--- config.mk ---
export PLATFORM = sky130hd
export DESIGN_NAME = gp_pin_function_settings
export DESIGN_NICKNAME = d
export VERILOG_FILES = /design/src/pkg/gpfs_pkg.sv /design/src/rtl/gp_pin_function_settings.sv /design/src/rtl/gpfs_pin_cell.sv
export SDC_FILE = /design/constraint.sdc
export NUM_CORES = 1
export LEC_CHECK = 0
export BUFFER_PORTS_ARGS = -buffer_cell sky130_fd_sc_hd__buf_2
export CORE_ASPECT_RATIO = 1.75
export CORE_UTILIZATION = 55
export CTS_CLUSTER_DIAMETER = 50
export DETAILED_ROUTE_END_ITERATION = 6
export PLACE_DENSITY = 0.78
export SLEW_MARGIN = 20
export SYNTH_ARGS = -nofsm -noshare
export SYNTH_HDL_FRONTEND = slang
export SYNTH_SLANG_ARGS = --single-unit
--- constraint.sdc ---
create_clock -name clock -period 1.7 [get_ports clock]
set_input_delay 0.085 -clock clock [delete_from_list [all_inputs] [get_ports clock]]
set_output_delay 0.085 -clock clock [all_outputs]
set_load 0.02 [all_outputs]
--- src/pkg/gpfs_pkg.sv ---
// ****************************************************************
// Shared constants and types for the pin function settings block.
// ****************************************************************
package gpfs_pkg;

	// Number of general-purpose pins and bytes in the settings map.
	localparam int GPFS_PINS = 4;

	// Byte index of each pin's settings byte.
	localparam logic [1:0] PIN0_FUNCTION_CONFIG_OFS = 2'h0;
	localparam logic [1:0] PIN1_FUNCTION_CONFIG_OFS = 2'h1;
	localparam logic [1:0] PIN2_FUNCTION_CONFIG_OFS = 2'h2;
	localparam logic [1:0] PIN3_FUNCTION_CONFIG_OFS = 2'h3;

	// Field positions inside a settings byte.
	localparam int LEVEL_BIT = 4;
	localparam int DIR_BIT = 3;
	localparam int DES_LSB = 0;
	localparam int DES_MSB = 2;

	// Designation codes.
	localparam logic [2:0] DES_GPIO = 3'h0;
	localparam logic [2:0] DES_DEDICATED = 3'h1;
	localparam logic [2:0] DES_ALT0 = 3'h2;
	localparam logic [2:0] DES_ALT1 = 3'h3;
	localparam logic [2:0] DES_ALT2 = 3'h4;

	// Mask of writable bits; the top three are reserved.
	localparam logic [7:0] CFG_WRITE_MASK = 8'h1F;

	// Factory default bytes: level high, direction output.
	localparam logic [7:0] PIN0_DEFAULT = 8'h12;
	localparam logic [7:0] PIN1_DEFAULT = 8'h13;
	localparam logic [7:0] PIN2_DEFAULT = 8'h11;
	localparam logic [7:0] PIN3_DEFAULT = 8'h11;

	// One pin's settings byte.
	typedef struct packed {
		logic [2:0] reserved;
		logic defaultOutputLevel;
		logic ioDirection;
		logic [2:0] pinDesignation;
	} gpfs_cfg_s;

	// Register access request: one write or read per strobe.
	typedef struct packed {
		logic writeEn;
		logic nvSelect;
		logic [1:0] index;
		logic [7:0] data;
	} gpfs_req_s;

	// Signals arriving from the alternate-function cores.
	typedef struct packed {
		logic usbSuspended;
		logic usbConfigured;
		logic receiveActivityLed;
		logic transmitActivityLed;
		logic twoWireActivityLed;
		logic clockReference;
		logic dacOut;
	} gpfs_func_s;

endpackage

--- src/rtl/gp_pin_function_settings.sv ---
`timescale 1ns/1ps
// What this block does
// - Load nonvolatile image into working copy.
// - Working-copy writes act on pins immediately.
// - Designation change re-routes the pin.
// - Nonvolatile edits never reach the pins; reset restores the factory image.
// - Four bytes, index 0-3, pins 0-3.
// - Bit 4 is general output level.
// - Bit 3 direction, one means input.
// - Code 000 selects general I/O everywhere.
// - Pin 0: suspend indicator, receive LED.
// - Pin 1: clock, ADC, transmit LED, interrupt.
// - Pin 2: configured indicator, ADC, DAC.
// - Pin 3: two-wire LED, ADC, DAC.
// - Factory defaults with output high.
// - Suspend indicator low during suspend.
// - Configured indicator low until configured, suspend.
module gp_pin_function_settings (
	input wire logic clock,
	input wire logic resetn,
	input wire logic reqValid,
	input wire gpfs_pkg::gpfs_req_s req,
	output logic [7:0] readData,
	output logic readValid,
	input wire gpfs_pkg::gpfs_func_s func,
	input wire logic [3:0] padIn,
	output logic [3:0] padOut,
	output logic [3:0] padOe,
	output logic [3:0] padInValue,
	output logic [3:0] analogSelect,
	output logic [3:0] irqSelect,
	output logic loadDone
);
	import gpfs_pkg::*;

	// ****************************************************************
	// State
	// ****************************************************************

	// All state of the block in one record.
	typedef struct packed {
		logic [3:0][7:0] nv;
		logic [3:0][7:0] work;
		logic loaded;
		logic [7:0] rdata;
		logic rvalid;
		logic [3:0] padOut;
		logic [3:0] padOe;
		logic [3:0] sync1;
		logic [3:0] sync2;
		logic [3:0] anaSel;
		logic [3:0] irqSel;
	} gpfs_state_s;

	gpfs_state_s state_ff;
	gpfs_state_s nxt_state;
	logic [3:0] cellOut;
	logic [3:0] cellOe;
	logic [3:0] cellAna;
	logic [3:0] cellIrq;

	// ****************************************************************
	// Pin cells
	// ****************************************************************

	// One mux per pin, fed straight from the working copy.
	generate
		for (genvar i = 0; i < GPFS_PINS; i++) begin : g_pin
			gpfs_pin_cell #(.PIN(i)) u_cell (
				.cfg(gpfs_cfg_s'(state_ff.work[i])),
				.gpioLevel(state_ff.work[i][LEVEL_BIT]),
				.func(func),
				.padOut(cellOut[i]),
				.padOe(cellOe[i]),
				.analogSel(cellAna[i]),
				.irqSel(cellIrq[i])
			);
		end
	endgenerate

	// ****************************************************************
	// Next state
	// ****************************************************************

	// Register access, load of the working copy and pin registers.
	always_comb begin
		nxt_state = state_ff;
		nxt_state.rvalid = 1'b0;
		nxt_state.sync1 = padIn;
		nxt_state.sync2 = state_ff.sync1;
		// The image is copied once after reset.
		if (!state_ff.loaded) begin
			nxt_state.work = state_ff.nv;
			nxt_state.loaded = 1'b1;
		end else if (reqValid) begin
			if (req.writeEn) begin
				// Reserved bits are dropped so they read as zero.
				if (req.nvSelect) begin
					nxt_state.nv[req.index] = req.data & CFG_WRITE_MASK;
				end else begin
					nxt_state.work[req.index] = req.data & CFG_WRITE_MASK;
				end
			end else begin
				nxt_state.rvalid = 1'b1;
				nxt_state.rdata = req.nvSelect ? state_ff.nv[req.index] :
					state_ff.work[req.index];
			end
		end
		// Pins are released until the working copy is valid.
		nxt_state.padOut = state_ff.loaded ? cellOut : 4'h0;
		nxt_state.padOe = state_ff.loaded ? cellOe : 4'h0;
		nxt_state.anaSel = state_ff.loaded ? cellAna : 4'h0;
		nxt_state.irqSel = state_ff.loaded ? cellIrq : 4'h0;
	end

	// State register; the image is held but reset to factory values.
	always_ff @(posedge clock or negedge resetn) begin
		if (!resetn) begin
			state_ff <= '0;
			state_ff.nv <= {PIN3_DEFAULT, PIN2_DEFAULT,
				PIN1_DEFAULT, PIN0_DEFAULT};
		end else begin
			state_ff <= nxt_state;
		end
	end

	assign padOut = state_ff.padOut;
	assign padOe = state_ff.padOe;
	assign padInValue = state_ff.sync2;
	assign analogSelect = state_ff.anaSel;
	assign irqSelect = state_ff.irqSel;
	assign readData = state_ff.rdata;
	assign readValid = state_ff.rvalid;
	assign loadDone = state_ff.loaded;
endmodule // gp_pin_function_settings

--- src/rtl/gpfs_pin_cell.sv ---
`timescale 1ns/1ps
// ****************************************************************
// One pin's output selection from its working settings byte.
// ****************************************************************
module gpfs_pin_cell #(
	parameter int PIN = 0
) (
	input wire gpfs_pkg::gpfs_cfg_s cfg,
	input wire logic gpioLevel,
	input wire gpfs_pkg::gpfs_func_s func,
	output logic padOut,
	output logic padOe,
	output logic analogSel,
	output logic irqSel
);
	import gpfs_pkg::*;

	// Only four pins exist; any other index has no function table.
	if (PIN < 0 || PIN >= GPFS_PINS) begin : g_bad_pin
		$error("pin cell index out of range");
	end

	// Purely combinational so that a new byte routes the pin at once.
	always_comb begin
		padOut = 1'b0;
		padOe = 1'b0;
		analogSel = 1'b0;
		irqSel = 1'b0;
		if (cfg.pinDesignation == DES_GPIO) begin
			padOe = ~cfg.ioDirection;
			padOut = gpioLevel;
		end else begin
			case (PIN)
				0: begin
					padOe = (cfg.pinDesignation == DES_DEDICATED) ||
						(cfg.pinDesignation == DES_ALT0);
					padOut = (cfg.pinDesignation == DES_DEDICATED) ?
						~func.usbSuspended : func.receiveActivityLed;
				end
				1: begin
					padOe = (cfg.pinDesignation == DES_DEDICATED) ||
						(cfg.pinDesignation == DES_ALT1);
					padOut = (cfg.pinDesignation == DES_DEDICATED) ?
						func.clockReference : func.transmitActivityLed;
					analogSel = cfg.pinDesignation == DES_ALT0;
					irqSel = cfg.pinDesignation == DES_ALT2;
				end
				2: begin
					padOe = cfg.pinDesignation == DES_DEDICATED;
					padOut = func.usbConfigured & ~func.usbSuspended;
					analogSel = (cfg.pinDesignation == DES_ALT0) ||
						(cfg.pinDesignation == DES_ALT1);
				end
				default: begin
					padOe = cfg.pinDesignation == DES_DEDICATED;
					padOut = func.twoWireActivityLed;
					analogSel = (cfg.pinDesignation == DES_ALT0) ||
						(cfg.pinDesignation == DES_ALT1);
				end
			endcase
			// Reserved codes fall through with the pad released.
		end
	end

endmodule // gpfs_pin_cell

==> qor.txt, run 1 <==
status - finished, final reports clean
Root Driver - clkbuf_8
post-route minimum period - 1.50 ns
Setup crit start kind - flip-flop
first-pass GRT wire length - 11300 um
dominant cell type by area after synthesis - dfrtp_1
IO Count - 56
diodes inserted - 0
Synth top area share - 43.6%
Leak - 1.72 nW
Max Root-Sink Buffers - 2
Synth Area per Inst - 11.2 um2
most frequent cells in the layout - dfrtp_1, buf_2, mux2_2
share of post-route cells with drive strength above 1 - 34.3%
final worst path period share - 88.3%
Fmax - 666 MHz
vias in the first global route - 2327
Net Sw Frac - 27.8%
pin count of the biggest net entering global routing - 27
TritonCTS clock tree - built
EDFF count, synth - 0
Setup Viol. Count Final - 0
Worst Path Arrival - 1.75 ns
Cells after Synth - 303
synth warn - 0
Finished Cell Area - 3790 um2
worst skew pair latency - 0.36 ns
final worst slack - 0.198 ns
post-DP HPWL - 5210 um
Hold Vio Cnt, Final - 0
clk sinks - 68
Slew headroom - 61.9%
Worst-path clk slew - 0.07 ns
sequential fraction of the synthesis area - 50.6%
final setup skew - 0.00944 ns
Reg power frac - 48.3%
htree depth - 3
Cell Pwr Density - 1130 nW/um2
Synth Cell Area - 3390 um2
Int Power - 3.08 mW
Pins Over Slew Limit - 0
dpl ws - 0.216 ns
area grow syn2layout - 11.8%
Synth area leaders - dfrtp_1, mux2_2, buf_4
ANT nets after route - 0
Die Width - 61.3 um
Main synth FF type - dfrtp_1
ys async rst share - 100%
Combinational Power Share - 17.8%
Total Power - 4.26 mW
endpoint class of the critical path - flip-flop
clock share of power - 33.9%
NetSw - 1.18 mW
total track usage - 24.6%
Die Y - 106 um
most common cell after layout, fill and taps aside - dfrtp_1
drt wl/cell - 16.5 um
Via density - 5.61
Least-Margin Pin Slew - 0.572 ns
Vias - 2350
core area - 5930 um2
RSZ-0062 raised after global routing - no
antenna violations before repair - 0
setup TNS - 0 ns
Num CTS Buffers - 9
VDD IR-drop max - 0.000559 V
post-synthesis register bit count - 68
Critical Path RT - 1.95 ns
Hold Crit Class - input port to flip-flop
CP max FO - 6
final net count - 362
grt total ovfl - 0
Starting DRT DRC Count - 83
routability cong. - 0.853
Die Area - 6490 um2
Cell Rows - 37
Max Cap Viol - 0
placed cell area - 3510 um2
drt total wl - 6900 um
Initial Util - 57.2%
final hold slack - 0.0142 ns
drt drc - 0
Port Buffers - 47
Pre-antenna DRT Iters - 4
Crit Path Class - flip-flop to flip-flop
distinct cell type count after synthesis - 43
synthesized netlist by cell type, types with 6 or more instances:
master and instances:
buf_4 32, dfstp_2 9, dfrtp_1 59, inv_1 6, nand3_1 9, nand2_1 7, o21ai_0 19, mux2i_1 13
a31oi_1 19, mux2_2 29, a21oi_1 6, nor2_1 26
layout make-up:
class	count	area (um2)
fillers	501	2140
flip-flops and latches	68	1710
multi-input cells	188	1340
repair buffers	63	395
clock buffers	11	141
well taps	78	97.6
clock inverters	5	75.1
inverters	6	22.5
timing repair:
| item | 4_1_cts | 5_1_grt |
|---|---|---|
| hold endpoints to repair | 17 | 0 |
| resized for setup | 0 | 0 |
| buffers inserted | 0 | 0 |
| hold buffers | 6 | 0 |
stage by stage:
stage	util (%)	instances
3_3_place_gp	59.2	397
3_5_place_dp	59.2	397
6_report	63.9	419
2_1_floorplan	-	306
5_1_grt	63.9	419
4_1_cts	63.9	419
final timing paths:
path                                          from                  endpoint  slack (ns)  cells after the start
setup / recovery                loadDone$_DFF_PN0_  state_ff[77]$_DFFE_PN0P_        0.20                      3
hold / removal                             func[3]       padOut[1]$_DFF_PN0_        0.01                      3
setup reg to reg                loadDone$_DFF_PN0_  state_ff[77]$_DFFE_PN0P_        0.20                      3
hold reg to reg            nxt_state[10]$_DFF_PN0_   padInValue[2]$_DFF_PN0_        0.35                      0
max in group asynchronous                   resetn   padInValue[3]$_DFF_PN0_        0.93                      3
min in group asynchronous                   resetn  state_ff[69]$_DFFE_PN0P_        0.25                      2
power by group through the flow:
stage	combinational (mW)	sequential (mW)	clock [mW]
2_1_floorplan	0.607	2.03	0
5_1_grt	0.843	2.10	1.53
3_5_place_dp	0.744	2.09	0
4_1_cts	0.758	2.06	1.47
3_3_place_gp	0.731	2.07	0
6_report	0.757	2.06	1.45
critical path, stage by stage, from the launching register on:
cell,delay (ns)
dfrtp_1,0.48
nand4_4,0.24
nor3_4,0.30
mux2_2,0.37
routing by layer:
| metal | GRT usage (%) | routed length (um) | up-vias |
|---|---|---|---|
| li1 | - | - | 1134 |
| met1 | 28.9 | 2770 | 1128 |
| met2 | 40.1 | 3630 | 69 |
| met3 | 6.13 | 258 | 19 |
| met4 | 12.9 | 240 | 0 |
| met5 | 0 | 0 | - |
registers in the layout, summed over array words and instances, names as in the netlist:
name / count
loadDone: 1
padOut: 4
nxt_state: 4
analogSelect: 3
readValid: 1
irqSelect: 1
state_ff: 40
padOe: 4
readData: 6
padInValue: 4
cells by family after synthesis:
logic type / synth area share, %
muxes: 13.5
other: 0.222
buffers and inverters: 10.2
and+or+nand+nor: 12.7
DFF: 50.6
AOI/OAI and AO/OA: 12.9
No activity file was read; power rests on OpenSTA's default activity.
==> run 2, diff against run 1 <==
==> constraint.sdc (replaced) <==
create_clock -name clock -period 1.6 [get_ports clock]
set_input_delay 0.08 -clock clock [delete_from_list [all_inputs] [get_ports clock]]
set_output_delay 0.08 -clock clock [all_outputs]
set_load 0.02 [all_outputs]
==> qor.txt, run 2 (synthesized netlist as in run 1, its figures left out) <==
share of post-route cells with drive strength above 1 - 34.7% (was 34.3%)
htree depth - 3 (unchanged)
Hold Crit Class - input port to flip-flop (unchanged)
Die Y - 106 um (unchanged)
most frequent cells in the layout - dfrtp_1, buf_2, mux2_2 (unchanged)
Pre-antenna DRT Iters - 4 (unchanged)
post-route minimum period - 1.47 ns (was 1.50 ns)
vias in the first global route - 2367 (was 2327)
first-pass GRT wire length - 11500 um (was 11300 um)
Max Cap Viol - 0 (unchanged)
total track usage - 24.8% (was 24.6%)
Max Root-Sink Buffers - 2 (unchanged)
Pins Over Slew Limit - 0 (unchanged)
Finished Cell Area - 3780 um2 (was 3790 um2)
routability cong. - 0.859 (was 0.853)
CTS resizes - 0 (unchanged)
clk sinks - 68 (unchanged)
setup TNS - 0 ns (unchanged)
Hold Vio Cnt, Final - 0 (unchanged)
status - finished, final reports clean (unchanged)
Die Width - 61.3 um (unchanged)
Die Area - 6490 um2 (unchanged)
most common cell after layout, fill and taps aside - dfrtp_1 (unchanged)
Cell Rows - 37 (unchanged)
crit path capture - state_ff[69]$_DFFE_PN0P_ (was state_ff[77]$_DFFE_PN0P_)
Vias - 2408 (was 2350)
final worst path period share - 91.8% (was 88.3%)
diodes inserted - 0 (unchanged)
crit path launch - loadDone$_DFF_PN0_ (unchanged)
Setup crit start kind - flip-flop (unchanged)
FF-to-FF Start - loadDone$_DFF_PN0_ (unchanged)
final setup skew - 0.0107 ns (was 0.00944 ns)
drt drc - 0 (unchanged)
Via density - 5.72 (was 5.61)
Port Buffers - 47 (unchanged)
number of post-CTS setup repair buffers - 0 (unchanged)
VDD IR-drop max - 0.000854 V (was 0.000559 V)
Root Driver - clkbuf_8 (unchanged)
CP max FO - 6 (unchanged)
Int Power - 3.16 mW (was 3.08 mW)
placed cell area - 3510 um2 (about the same)
Combinational Power Share - 18.3% (was 17.8%)
Worst-path clk slew - 0.07 ns (about the same)
final net count - 364 (was 362)
IO Count - 56 (unchanged)
Worst Path Arrival - 1.70 ns (was 1.75 ns)
core area - 5930 um2 (unchanged)
worst skew pair latency - 0.35 ns (was 0.36 ns)
grt total ovfl - 0 (unchanged)
pin count of the biggest net entering global routing - 42 (was 27)
drt wl/cell - 16.5 um (about the same)
Crit Path Class - flip-flop to flip-flop (unchanged)
Setup Viol. Count Final - 0 (unchanged)
Cell Pwr Density - 1170 nW/um2 (was 1130 nW/um2)
post-DP HPWL - 5180 um (was 5210 um)
Biggest register - state_ff (unchanged)
endpoint class of the critical path - flip-flop (unchanged)
hold-critical path depth - 3 (unchanged)
ANT nets after route - 0 (unchanged)
Leak - 1.71 nW (was 1.72 nW)
Reg power frac - 49.9% (was 48.3%)
RSZ-0062 raised after global routing - no (unchanged)
clock share of power - 31.9% (was 33.9%)
drt total wl - 6940 um (was 6900 um)
NetSw - 1.24 mW (was 1.18 mW)
Critical Path RT - 1.83 ns (was 1.95 ns)
Fmax - 681 MHz (was 666 MHz)
Net Sw Frac - 28.2% (was 27.8%)
Initial Util - 57.2% (unchanged)
Starting DRT DRC Count - 149 (was 83)
Num CTS Buffers - 9 (unchanged)
area grow syn2layout - 11.4% (was 11.8%)
Largest register FFs - 40 (unchanged)
antenna violations before repair - 0 (unchanged)
worst reg2reg setup slack - 0.13 ns (was 0.20 ns)
R2R depth - 3 (unchanged)
reg2reg end - state_ff[69]$_DFFE_PN0P_ (was state_ff[77]$_DFFE_PN0P_)
TritonCTS clock tree - built (unchanged)
## run 2: cell count changes in the layout (fill, tap and decap cells not counted), sizes merged
cell      previous run  this run
buf                 57        59
bufinv               2         1
clkbuf              11        12
clkinv               3         2
clkinvlp             0         1
## run 2: timing repair
item / in CTS / in global routing
hold endpoints to repair: 64 / 0
setup endpoints to repair: 0 / 0
hold buffers: 6 / 0
## run 2: per-stage QoR
stage	util [%]	hold WS [ns]	total power, mW	worst slack [ns]	std cells
finish	63.7	0.0188	4.40	0.131	421
global route	63.7	0.0363	4.64	0.0282	421
CTS	63.7	0.0113	4.43	0.125	421
detailed placement	59.3	-0.0743	3.01	0.131	399
global placement	59.3	-0.0757	2.98	0.183	399
floorplan	-	-0.216	2.80	0.183	306
## run 2: power groups by stage
stage	logic (mW)	clock network, mW	registers, mW
final	0.805	1.40	2.19
after CTS	0.806	1.44	2.19
after global placement	0.779	0	2.20
after global routing	0.891	1.52	2.22
after floorplan	0.644	0	2.15
after detailed placement	0.792	0	2.22
## run 2: metal layers
| metal | part of all wire (%) | GRT usage (%) | vias up | wire length, um |
|---|---|---|---|---|
| met5 | 0 | 0 | - | 0 |
| met4 | 3.6 | 12.5 | 0 | 253 |
| met3 | 5.1 | 6.38 | 18 | 352 |
| met2 | 53 | 41.0 | 80 | 3710 |
| met1 | 38 | 28.6 | 1174 | 2620 |
| li1 | - | - | 1136 | - |
## run 2: worst min-delay path by stage
stage             from                   endpoint  slack, ns
6_report       func[3]        padOut[1]$_DFF_PN0_       0.02
4_1_cts        func[3]        padOut[1]$_DFF_PN0_       0.01
2_1_floorplan   resetn  analogSelect[1]$_DFF_PN0_      -0.22
5_1_grt        func[3]        padOut[1]$_DFF_PN0_       0.04
3_5_place_dp    resetn    padInValue[2]$_DFF_PN0_      -0.07
3_3_place_gp    resetn    padInValue[2]$_DFF_PN0_      -0.08
## run 2: layout make-up
class | instances | area (um2)
inverters | 6 | 22.5
clock buffers | 12 | 155
multi-input cells | 188 | 1340
fillers | 509 | 2150
flip-flops and latches | 68 | 1710
clock inverters | 4 | 47.5
well taps | 78 | 97.6
repair buffers | 65 | 398
## run 2: worst max-delay path, cell delays in order, from the launching register on
cell and delay (ns):
dfrtp_1 0.48, nand4_4 0.23, nor3_4 0.27, mux2_2 0.37
==> run 3, diff against run 2 <==
--- a/config.mk
+++ b/config.mk
@@ -6,7 +6,6 @@
 export NUM_CORES = 1
 export LEC_CHECK = 0
 export BUFFER_PORTS_ARGS = -buffer_cell sky130_fd_sc_hd__buf_2
-export CORE_ASPECT_RATIO = 1.75
 export CORE_UTILIZATION = 55
 export CTS_CLUSTER_DIAMETER = 50
 export DETAILED_ROUTE_END_ITERATION = 6
==> qor.txt, run 3 (synthesized netlist as in run 1, its figures left out) <==
status - finished, final reports clean (unchanged)
hold-critical path depth - 3 (unchanged)
setup TNS - 0 ns (unchanged)
Hold Crit Class - input port to flip-flop (unchanged)
FF-to-FF Start - loadDone$_DFF_PN0_ (unchanged)
# fillers - 481 (was 509)
VDD IR-drop max - 0.000617 V (was 0.000854 V)
clk sinks - 68 (unchanged)
pin count of the biggest net entering global routing - 44 (was 42)
share of post-route cells with drive strength above 1 - 34.9% (was 34.7%)
Biggest register - state_ff (unchanged)
area grow syn2layout - 11.6% (was 11.4%)
Crit Path Class - flip-flop to primary output (was flip-flop to flip-flop)
worst reg2reg setup slack - 0.22 ns (was 0.13 ns)
reg2reg end - state_ff[77]$_DFFE_PN0P_ (was state_ff[69]$_DFFE_PN0P_)
Port Buffers - 47 (unchanged)
IO Count - 56 (unchanged)
post-DP HPWL - 5110 um (was 5180 um)
ANT nets after route - 0 (unchanged)
CTS resizes - 0 (unchanged)
Cell Pwr Density - 1160 nW/um2 (was 1170 nW/um2)
routability cong. - 0.898 (was 0.859)
Critical Path RT - 1.52 ns (was 1.83 ns)
most frequent cells in the layout - dfrtp_1, buf_2, mux2_2 (unchanged)
Starting DRT DRC Count - 174 (was 149)
Worst Path Arrival - 1.47 ns (was 1.70 ns)
drt total wl - 7220 um (was 6940 um)
Via density - 5.80 (was 5.72)
htree depth - 3 (unchanged)
Max Cap Viol - 0 (unchanged)
Setup crit start kind - flip-flop (unchanged)
Worst-path clk slew - 0.07 ns (about the same)
Die Area - 6480 um2 (was 6490 um2)
Largest register FFs - 40 (unchanged)
Leak - 1.72 nW (was 1.71 nW)
drt drc - 0 (unchanged)
Root Driver - clkbuf_8 (unchanged)
Vias - 2432 (was 2408)
Die Width - 80.5 um (was 61.3 um)
Hold Vio Cnt, Final - 0 (unchanged)
Least-Margin Pin Slew - 0.614 ns
most used cell, CP - buf_4
Slew headroom - 59.1%
most common cell after layout, fill and taps aside - dfrtp_1 (unchanged)
Total Power - 4.39 mW (was 4.40 mW)
TritonCTS clock tree - built (unchanged)
final setup skew - 0.00812 ns (was 0.0107 ns)
CP max FO - 30 (was 6)
total track usage - 24.5% (was 24.8%)
grt total ovfl - 0 (unchanged)
post-route minimum period - 1.55 ns (was 1.47 ns)
drt wl/cell - 17.2 um (was 16.5 um)
core area - 5920 um2 (was 5930 um2)
final worst path period share - 96.7% (was 91.8%)
hold path endpoint - padOut[3]$_DFF_PN0_ (was padOut[1]$_DFF_PN0_)
endpoint class of the critical path - primary output (was flip-flop)
worst skew pair latency - 0.35 ns (about the same)
Num CTS Buffers - 9 (unchanged)
Max stage delay cell, worst path - dfrtp_1 (unchanged)
Die Y - 80.5 um (was 106 um)
diodes inserted - 0 (unchanged)
Cell Rows - 28 (was 37)
antenna violations before repair - 0 (unchanged)
Setup Viol. Count Final - 0 (unchanged)
Pre-antenna DRT Iters - 4 (unchanged)
Fmax - 646 MHz (was 681 MHz)
Worst path max stage delay - 0.41 ns (was 0.48 ns)
R2R depth - 3 (unchanged)
worst hold start - func[2] (was func[3])
Max Root-Sink Buffers - 2 (unchanged)
vias in the first global route - 2353 (was 2367)
Initial Util - 57.2% (about the same)
final net count - 365 (was 364)
Pins Over Slew Limit - 0 (unchanged)
crit-path cells - buf_4, buf_4, buf_2 (was nand4_4, nor3_4, mux2_2)
RSZ-0062 raised after global routing - no (unchanged)
first-pass GRT wire length - 11600 um (was 11500 um)
run 3: where the power goes:
group	internal, mW	switching (mW)
clock	0.719	0.653
sequential	1.99	0.209
combinational	0.371	0.448
total	3.08	1.31
run 3: metrics by stage:
step                cells  hold slack (ns)  worst slack [ns]  area, um2  util (%)
finish                419           0.0228            0.0532       3780      63.9
global route          419           0.0307           0.00586       3780      63.9
CTS                   419           0.0144            0.0519       3780      63.9
detailed placement    397           0.0752             0.117       3530      59.6
global placement      397           0.0696             0.134       3530      59.6
floorplan             306           -0.216             0.183       3400         -
run 3: cell type report:
type / instances / area [um2] / share of cell area, %
clock inverters: 6 / 65.1 / 1.72
clock buffers: 10 / 128 / 3.37
repair buffers: 66 / 418 / 11.0
inverters: 6 / 22.5 / 0.595
multi-input cells: 188 / 1340 / 35.5
flip-flops and latches: 68 / 1710 / 45.3
well taps: 75 / 93.8 / 2.48
run 3: per-layer routing:
| layer | vias up | track usage, % | wire length, um |
|---|---|---|---|
| li1 | 1144 | - | - |
| met4 | 0 | 12.5 | 148 |
| met3 | 12 | 4.77 | 419 |
| met2 | 100 | 38.1 | 3370 |
| met1 | 1176 | 32.4 | 3280 |
| met5 | - | 0 | 0 |
run 3: worst max-delay path, delay by kind of cell, from the launching register on:
| kind | cells | cell delay [ns] |
|---|---|---|
| flops | 1 | 0.41 |
| buf+inv | 3 | 0.72 |
run 3: what timing repair did:
| item | CTS | global route |
|---|---|---|
| hold endpoints to repair | 73 | 0 |
| hold buffers | 6 | 0 |
| buffers inserted | 0 | 0 |
run 3: how the worst max path moves through the flow:
| stage | startpoint | endpoint | slack [ns] | cells past startpoint |
|---|---|---|---|---|
| after floorplan | loadDone$_DFF_PN0_ | state_ff[66]$_DFFE_PN0P_ | 0.18 | 3 |
| after global placement | req[9] | state_ff[38]$_DFFE_PN0P_ | 0.13 | 4 |
| after detailed placement | req[9] | state_ff[38]$_DFFE_PN0P_ | 0.12 | 4 |
| after CTS | loadDone$_DFF_PN0_ | loadDone | 0.05 | 3 |
| after global routing | loadDone$_DFF_PN0_ | loadDone | 0.006 | 3 |
| final | loadDone$_DFF_PN0_ | loadDone | 0.05 | 3 |
